<file path="config.mk">
export PLATFORM = sky130hd
export DESIGN_NAME = av_abort_vote
export DESIGN_NICKNAME = d
export VERILOG_FILES = /design/src/logic/av_pkg.sv /design/src/logic/av_abort_vote.sv
export SDC_FILE = /design/constraint.sdc
export NUM_CORES = 1
export LEC_CHECK = 0
export ABC_AREA = 1
export BUFFER_PORTS_ARGS = -buffer_cell sky130_fd_sc_hd__buf_2
export CORE_MARGIN = 5
export CORE_UTILIZATION = 60
export DETAILED_ROUTE_END_ITERATION = 8
export PLACE_DENSITY = 0.85
export SLEW_MARGIN = 20
export SYNTH_ARGS = -nofsm -noshare
export SYNTH_HDL_FRONTEND = slang
export SYNTH_SLANG_ARGS = --single-unit
</file>
<file path="constraint.sdc">
create_clock -name pclk -period 2.85 [get_ports pclk]
set_input_delay 0 -clock pclk [delete_from_list [all_inputs] [get_ports pclk]]
set_output_delay 0 -clock pclk [all_outputs]
set_load 0.02 [all_outputs]
</file>
<file path="src/logic/av_pkg.sv">
// av_pkg: shared constants and carrier types for the abort vote block.
// assumes a single 20 MHz clock; registers sit on a 32-bit apb slave.
package av_pkg;
    // ==========================================================
    // timing
    localparam int AV_CLK_NS  = 50;      // pclk period in ns
    localparam int AV_TICK_NS = 1000000; // flight timer resolution, 1 ms
    localparam int AV_TICK_CYC = AV_TICK_NS / AV_CLK_NS; // cycles per ms

    // ==========================================================
    // register byte offsets
    localparam logic [7:0] AV_OFF_PRESET  = 8'h00; // shutdown preset, ms
    localparam logic [7:0] AV_OFF_LOCKOUT = 8'h04; // shutdown lockout, ms
    localparam logic [7:0] AV_OFF_STATUS  = 8'h08; // block state, read only
    localparam logic [7:0] AV_OFF_FLIGHT  = 8'h0C; // ms since liftoff

    // reset values
    localparam logic [15:0] AV_PRESET_RST  = 16'h2710; // 10 s
    localparam logic [15:0] AV_LOCKOUT_RST = 16'h61A8; // 25 s

    // status field positions
    localparam int AV_ST_ARMED = 0;
    localparam int AV_ST_ABORT = 1;
    localparam int AV_ST_SHUT  = 2;
    localparam int AV_ST_RANGE = 3;
    localparam int AV_ST_CHAN  = 4; // three channel votes, bits 6:4

    // ==========================================================
    // flight phase
    typedef enum logic [1:0] {
        AV_PRE     = 2'b00, // on the pad, automatic abort disarmed
        AV_ARMED   = 2'b01, // liftoff seen, votes live
        AV_ABORTED = 2'b10  // abort sequence commanded, held
    } av_phase_t;

    // overrate discretes, three gyros per plane
    typedef struct packed {
        logic [2:0] pitch;
        logic [2:0] yaw;
        logic [2:0] roll;
    } av_rate_t;

    // disable switches from crew and sequencer
    typedef struct packed {
        logic rate_off_man; // one switch, all three planes
        logic roll_off_seq; // sequencer, roll plane only
        logic pyr_off_seq;  // sequencer, pitch yaw and roll
        logic eng_off_seq;  // sequencer, engine-out vote
        logic eng_off_man;  // crew, engine-out vote
    } av_disable_t;
endpackage

</file>
<file path="src/logic/av_abort_vote.sv">
// av_abort_vote: automatic abort decision with majority voted channels.
// assumes sensor and crew discretes are synchronous to pclk; apb master
// drives a 32-bit word interface.
// How it works
// - three channels, majority vote forms abort
// - status shows no abort active before release
// - liftoff arms automatic abort, none before
// - late abort cuts engines and aborts
// - early abort only starts abort sequence
// - engine cutoff locked out before set time
// - crew inhibit blocks whole automatic abort
// - range arming lights request, cuts thrust
// - two of three gyros in plane abort
// - one crew switch disables all planes
// - sequencer disables roll or all planes
// - overrate limits fixed in hardware only
// - two or more engines out aborts
// - sequencer disables engine-out vote
// - crew switch disables engine-out vote
// - engine lost when two sensors agree
// - crew shutdown without abort sequence
// - shutdown driven on two separate paths
// - crew starts second and third staging
// - no single fault raises an abort
//
// Added by the designer: the APB slave port and the address map.
module av_abort_vote
    import av_pkg::*;
#(
    parameter int NUM_ENG     = 5,          // monitored first-stage engines
    parameter int TICK_CYCLES = AV_TICK_CYC // cycles per flight ms
) (
    input  wire logic                   pclk,
    input  wire logic                   presetn,
    // apb slave
    input  wire logic                   psel,
    input  wire logic                   penable,
    input  wire logic                   pwrite,
    input  wire logic [7:0]             paddr,
    input  wire logic [31:0]            pwdata,
    output logic                        pready,
    output logic [31:0]                 prdata,
    output logic                        pslverr,
    // sensors and commands
    input  wire av_rate_t               rate_over,
    input  wire logic [2*NUM_ENG-1:0]   thrust_lost,
    input  wire av_disable_t            disables,
    input  wire logic                   liftoff,
    input  wire logic                   abort_inhibit,
    input  wire logic                   range_arm,
    input  wire logic                   manual_cut,
    input  wire logic                   stage2_req,
    input  wire logic                   stage3_req,
    // outputs toward crew vehicle and stages
    output logic                        no_abort_ok,
    output logic                        abort_seq,
    output logic                        abort_req_ind,
    output logic                        shut_a,
    output logic                        shut_b,
    output logic                        stage2_cmd,
    output logic                        stage3_cmd
);

    // ==========================================================
    // helpers

    // two of three majority
    function automatic logic maj3(input logic [2:0] v);
        maj3 = (v[0] & v[1]) | (v[0] & v[2]) | (v[1] & v[2]);
    endfunction

    // true when two or more engines have lost thrust
    function automatic logic two_out(input logic [2*NUM_ENG-1:0] s);
        int n;
        n = 0;
        for (int e = 0; e < NUM_ENG; e++) begin
            if (s[2*e] & s[2*e+1]) begin // both sensors agree
                n++;
            end
        end
        two_out = (n >= 2);
    endfunction

    // ==========================================================
    // state

    av_phase_t   phase;        // flight phase
    logic [15:0] preset_ms;    // abort-to-cutoff preset, software set
    logic [15:0] lockout_ms;   // cutoff lockout, software set
    logic [15:0] flight_ms;    // saturating ms since liftoff
    logic [31:0] tick_cnt;     // divider for the ms enable
    logic        tick;         // one-cycle ms enable
    logic [2:0]  chan_abort;   // registered channel decisions
    logic        vote;         // majority of channels
    logic        cut_ok;       // preset and lockout both elapsed
    logic        next_shut;    // shutdown cause this cycle

    // overrate thresholds are trimmed inside the gyro package; only the
    // exceeded discretes arrive here, so no register can move them

    // ==========================================================
    // millisecond divider, one clock domain only

    // tick pulses once every TICK_CYCLES cycles
    always_ff @(posedge pclk or negedge presetn) begin
        if (!presetn) begin
            tick_cnt <= 32'h0000_0000;
            tick     <= 1'b0;
        end else if (tick_cnt == 32'(TICK_CYCLES - 1)) begin
            tick_cnt <= 32'h0000_0000;
            tick     <= 1'b1;
        end else begin
            tick_cnt <= tick_cnt + 32'h0000_0001;
            tick     <= 1'b0;
        end
    end

    // ==========================================================
    // flight phase

    // liftoff arms; abort holds until reset
    always_ff @(posedge pclk or negedge presetn) begin
        if (!presetn) begin
            phase <= AV_PRE;
        end else begin
            case (phase)
                AV_PRE: begin
                    if (liftoff) begin
                        phase <= AV_ARMED;
                    end
                end
                AV_ARMED: begin
                    if (vote) begin
                        phase <= AV_ABORTED;
                    end
                end
                AV_ABORTED: begin
                    phase <= AV_ABORTED;
                end
                default: begin
                    phase <= AV_PRE;
                end
            endcase
        end
    end

    // flight timer runs from liftoff, saturates rather than wraps
    always_ff @(posedge pclk or negedge presetn) begin
        if (!presetn) begin
            flight_ms <= 16'h0000;
        end else if (phase != AV_PRE && tick && flight_ms != 16'hFFFF) begin
            flight_ms <= flight_ms + 16'h0001;
        end
    end

    // ==========================================================
    // three voting channels

    // each channel has its own copy of the vote and its own flop, so a
    // stuck flop in one channel is outvoted by the other two
    for (genvar g = 0; g < 3; g++) begin : g_chan
        logic rate_v; // overrate vote in this channel
        logic eng_v;  // engine-out vote in this channel
        always_comb begin
            rate_v = 1'b0;
            if (!disables.rate_off_man && !disables.pyr_off_seq) begin
                rate_v = maj3(rate_over.pitch)
                       | maj3(rate_over.yaw)
                       | (maj3(rate_over.roll) & !disables.roll_off_seq);
            end
            eng_v = two_out(thrust_lost)
                  & !disables.eng_off_seq
                  & !disables.eng_off_man;
        end
        // gated or of both votes, registered once per clock
        always_ff @(posedge pclk or negedge presetn) begin
            if (!presetn) begin
                chan_abort[g] <= 1'b0;
            end else begin
                chan_abort[g] <= (phase != AV_PRE)
                               & !abort_inhibit
                               & (rate_v | eng_v);
            end
        end
    end

    assign vote   = maj3(chan_abort);
    assign cut_ok = (flight_ms >= preset_ms) && (flight_ms >= lockout_ms);

    // ==========================================================
    // abort and shutdown outputs

    // abort sequence latches on the vote; manual cut never touches it
    always_ff @(posedge pclk or negedge presetn) begin
        if (!presetn) begin
            abort_seq <= 1'b0;
        end else if (vote) begin
            abort_seq <= 1'b1;
        end
    end

    // early abort leaves cutoff to range safety; the lockout covers the
    // same window so a mistuned preset still cannot cut early
    // only the vote that starts the abort may cut; a vote still held after an
    // early abort must not cut once the timers run out
    always_comb begin
        next_shut = range_arm
                  | manual_cut
                  | (vote & !abort_seq & cut_ok);
    end

    // two independently registered shutdown paths, sticky once set
    always_ff @(posedge pclk or negedge presetn) begin
        if (!presetn) begin
            shut_a <= 1'b0;
            shut_b <= 1'b0;
        end else begin
            shut_a <= shut_a | next_shut;
            shut_b <= shut_b | next_shut;
        end
    end

    // range arming lights the request indicator and holds it
    always_ff @(posedge pclk or negedge presetn) begin
        if (!presetn) begin
            abort_req_ind <= 1'b0;
        end else if (range_arm) begin
            abort_req_ind <= 1'b1;
        end
    end

    // ready status: no channel voting and no abort latched
    always_ff @(posedge pclk or negedge presetn) begin
        if (!presetn) begin
            no_abort_ok <= 1'b0;
        end else begin
            no_abort_ok <= (chan_abort == 3'b000) && !abort_seq && !vote;
        end
    end

    // crew staging commands, latched so a bounce cannot drop them
    always_ff @(posedge pclk or negedge presetn) begin
        if (!presetn) begin
            stage2_cmd <= 1'b0;
            stage3_cmd <= 1'b0;
        end else begin
            stage2_cmd <= stage2_cmd | stage2_req;
            stage3_cmd <= stage3_cmd | stage3_req;
        end
    end

    // ==========================================================
    // apb slave, no wait state: answer in the first access cycle

    // registers are written only at the completing access edge
    always_ff @(posedge pclk or negedge presetn) begin
        if (!presetn) begin
            preset_ms  <= AV_PRESET_RST;
            lockout_ms <= AV_LOCKOUT_RST;
        end else if (psel && penable && pready && pwrite) begin
            case (paddr)
                AV_OFF_PRESET:  preset_ms  <= pwdata[15:0];
                AV_OFF_LOCKOUT: lockout_ms <= pwdata[15:0];
                default: begin
                end
            endcase
        end
    end

    // answer flops load in the setup cycle and drop after the access
    always_ff @(posedge pclk or negedge presetn) begin
        if (!presetn) begin
            pready  <= 1'b0;
            prdata  <= 32'h0000_0000;
            pslverr <= 1'b0;
        end else if (psel && !penable) begin
            pready  <= 1'b1;
            pslverr <= 1'b0;
            prdata  <= 32'h0000_0000;
            case (paddr)
                AV_OFF_PRESET:  prdata[15:0] <= preset_ms;
                AV_OFF_LOCKOUT: prdata[15:0] <= lockout_ms;
                AV_OFF_STATUS: begin
                    prdata[AV_ST_ARMED]          <= (phase != AV_PRE);
                    prdata[AV_ST_ABORT]          <= abort_seq;
                    prdata[AV_ST_SHUT]           <= shut_a;
                    prdata[AV_ST_RANGE]          <= abort_req_ind;
                    prdata[AV_ST_CHAN+2:AV_ST_CHAN] <= chan_abort;
                end
                AV_OFF_FLIGHT:  prdata[15:0] <= flight_ms;
                default:        pslverr <= 1'b1; // unmapped
            endcase
            if (pwrite && (paddr == AV_OFF_STATUS || paddr == AV_OFF_FLIGHT)) begin
                pslverr <= 1'b1; // read-only word
            end
        end else begin
            pready  <= 1'b0;
            pslverr <= 1'b0;
        end
    end
endmodule

</file>
==> qor.yml <==
run_status: "complete, no violations"
max_slew.worst_pin.slew_ns: 0.665
dpl.hpwl_um: 11700
wl_per_cell_um: 14.0
post_synth_num_cell_types: 37
synth.top_cell.area_share_pct: 36.4
drt-vias-per-instance: 5.24
grt_util_met1_pct: 32.3
post_synth_most_frequent_cells: "nand2_1, inv_1, dfrtp_1, nor2_1, ha_1"
critical_path_cell_count: 19
layout-area-overhead-vs-synth_pct: 14.7
fp.dieW_um: 116
p_clk_share_pct: 38.9
netSwitchingPower_mw: 0.780
leakagePower_nw: 3.95
floorplan.initialDensity_pct: 61.6
synth_largest_area_cell: "dfrtp_1"
synth-async-reset-ratio_pct: 100
powerDensity_mw_per_mm2: 397
rsz0062_at_grt: "no"
maxSlewHeadroom_pct: 55.5
grt_start_max_net_pins: 70
timing.hold.worst_endpoint: "pready"
drt_first_iter_violations: 532
synth_flop_cell: "dfrtp_1"
floorplan.core_area_sq_mm: 0.0109
p_int_mw: 2.29
sw_frac_of_total_pct: 25.4
postRouteAntennaNets: 0
nNetsFinal: 1089
first_pass_grt_wire_length_um: 26500
peakVddDrop_uv: 506
cts_tree: "yes"
diodes: 0
max_freq_mhz: 459
path_cells: "buf_2 -> nand2_1 -> inv_1 -> ha_1 -> inv_1 -> nand2_1 -> nand2_1 -> inv_1 -> ha_1 -> nand2_1 -> nand2_1 -> ha_1 -> nor2_1 -> nand2_1 -> o21ai_0 -> nand2_1 -> nand2_1 -> a21oi_1 -> dlygate4sd3_1"
setup_slack_of_the_most_critical_reg_to_reg_path_ns: 0.89
postLayoutCoreUtil_pct: 70.6
critPathLaunchType: "input port"
data_arrival_time_at_the_worst_slack_endpoint_ns: 2.42
rows: 38
io-pin-count: 116
combinational_family_with_the_most_area_after_synthesis: "simple AND/OR/NAND/NOR gates"
synthCells: 868
count_of_flip_flops_with_a_built_in_enable_after_synthesis: 0
synth-seq-area-share_pct: 40.7
synth-xor-area-share_pct: 5.72
setup_viol: 0
clock_buffer_count_from_cts: 9
postSynthRegisterBits: 109
whs_path_depth: 3
cts_root_buf: "clkbuf_16"
globalplace.congestion: 0.922
end_kind: "register"
path_buf_inv: 5
design.die.area_sq_mm: 0.0134
global_route_total_overflow: 0
gr-max-usage-layer: "met2"
ctsLongestPathBuffers: 2
path_clk_slew_ns: 0.07
worst_r2r_path_depth: 8
groute.layer.met2.usage_pct: 42.9
min_path_type: "input port to register"
post-route-drc-count: 0
yosys-mux-area-fraction_pct: 0
cts_num_sinks: 109
fin_setup_tns_ns: 0
post-synth-top-count-cell: "nand2_1"
post_route_cells_drive_above_1_share_pct: 15.6
synth_fa_ha_area_share_pct: 7.43
worstSetupPathType: "input port to register"
port_buffers: 83
cts_post_setup_buffers_inserted: 0
final_hold_viols: 0
fp.dieH_um: 116
drt_pre_antenna_iters: 6
critical-path-slowest-cell: "dlygate4sd3_1"
path_delay_family: "adder cells"
yosys_warnings: 0
grt_antenna_before_repair: 0
compound_cell_area_share_of_the_yosys_netlist_pct: 8.57
final.period_utilization_pct: 76.5
required_ns: 3.09
vias: 5869
post_synth_simple_gate_area_pct: 26.4
cts-htree-levels: 3
grt_overall_usage_pct: 25.1
critPathMaxStageDelay_ns: 0.55
final.min_clock_period_ns: 2.18
p_comb_share_pct: 9.6
critical_path.reg2reg.startpoint: "flight_ms[1]"
grt_pass1_vias: 5648
max-cap-violations: 0
routed_wirelength_um: 15700
use_met3_pct: 5.22
synthesis.area_per_instance_sq_um: 7.76
insertion_delay_ns: 0.36
final_max_slew_viol_count: 0
finClkSkew_ns: 0.00677
ys_top_cells_by_area: "dfrtp_1, nand2_1, inv_1"
timing.critical_path.mode_cell: "nand2_1"
path_max_fanout: 3
mappedNetlistArea_sq_mm: 0.00673
hp-start: "psel"
r2r_end: "flight_ms[6]"
share_of_power_burned_in_registers_pct: 51.5
-- layout by cell type, fill, tap and decap left out, types with 9 or more instances in the layout --
| cell | n |
|---|---|
| a21oi_1 | 29 |
| buf_2 | 82 |
| clkbuf_16 | 9 |
| conb_1 | 16 |
| dfrtp_1 | 98 |
| dfstp_2 | 11 |
| dlygate4sd3_1 | 26 |
| ha_1 | 40 |
| inv_1 | 134 |
| nand2_1 | 226 |
| nand2_2 | 11 |
| nand3_1 | 37 |
| nand4_1 | 22 |
| nor2_1 | 61 |
| nor3_1 | 29 |
| o21ai_0 | 34 |
| o21ai_1 | 11 |
| o21ai_2 | 16 |
| xor2_1 | 36 |
-- cell families (layout without fill, tap and decap cells) --
family,count (synthesis),count (layout)
buf+inv,168,264
fa+ha+maj,40,40
simple gates,408,408
other cells,1,16
xor+xnor,44,44
compound gates,98,98
flops,109,109
-- power by group through the flow --
stage	combinational [mW]	clock, mW	sequential [mW]
floorplan	0.166	0	1.61
global placement	0.258	0	1.61
detailed placement	0.267	0	1.61
CTS	0.297	1.21	1.58
global route	0.334	1.27	1.58
finish	0.294	1.19	1.58
-- tightest hold or removal path, cell delays in order --
cell	delay [ns]
buf_2	0.10
inv_1	0.04
nor2_1	0.14
-- what timing repair did --
action,4_1_cts,5_1_grt
hold buffers,26,0
resized for setup,0,0
hold endpoints to repair,81,0
setup endpoints to repair,0,0
-- state kept, by name, indices dropped and copies added (netlist names), 2 cells and up --
| register | count |
|---|---|
| prdata | 16 |
| flight_ms | 16 |
| lockout_ms | 16 |
| preset_ms | 16 |
| tick_cnt | 32 |
| phase | 2 |
-- stage by stage --
step,instances,setup WS (ns),hold slack [ns],power (mW),cell area [sq um]
after floorplan,883,1.08,-0.296,1.77,6790
after global placement,1077,0.869,0.0240,1.87,7180
after detailed placement,1077,0.844,0.0265,1.88,7180
after CTS,1119,0.671,0.0119,3.09,7720
after global routing,1119,0.415,0.0251,3.18,7720
final,1119,0.669,0.0152,3.07,7720
-- final cells by class --
cell class,count,area [sq um]
clock buffer,10,229
clock inverter,6,48.8
fill,855,3210
inverter,136,510
multi-input combinational,606,3300
sequential,109,2740
tap,140,175
timing repair buffer,112,713
-- worst max-delay path by stage --
stage | start | to | slack [ns]
final | thrust_lost[0] | chan_abort[1] | 0.67
after global routing | thrust_lost[0] | chan_abort[1] | 0.41
after CTS | thrust_lost[0] | chan_abort[1] | 0.67
after detailed placement | thrust_lost[0] | chan_abort[1] | 0.84
after global placement | thrust_lost[0] | chan_abort[1] | 0.87
after floorplan | thrust_lost[0] | chan_abort[1] | 1.08
-- per-layer routing --
metal	vias to the layer above	part of all wire, %
met3	31	6.3
met1	2700	43
met5	-	0
met4	0	2.0
li1	2938	-
met2	200	49
Note: power is estimated with default switching activity, not from simulation.
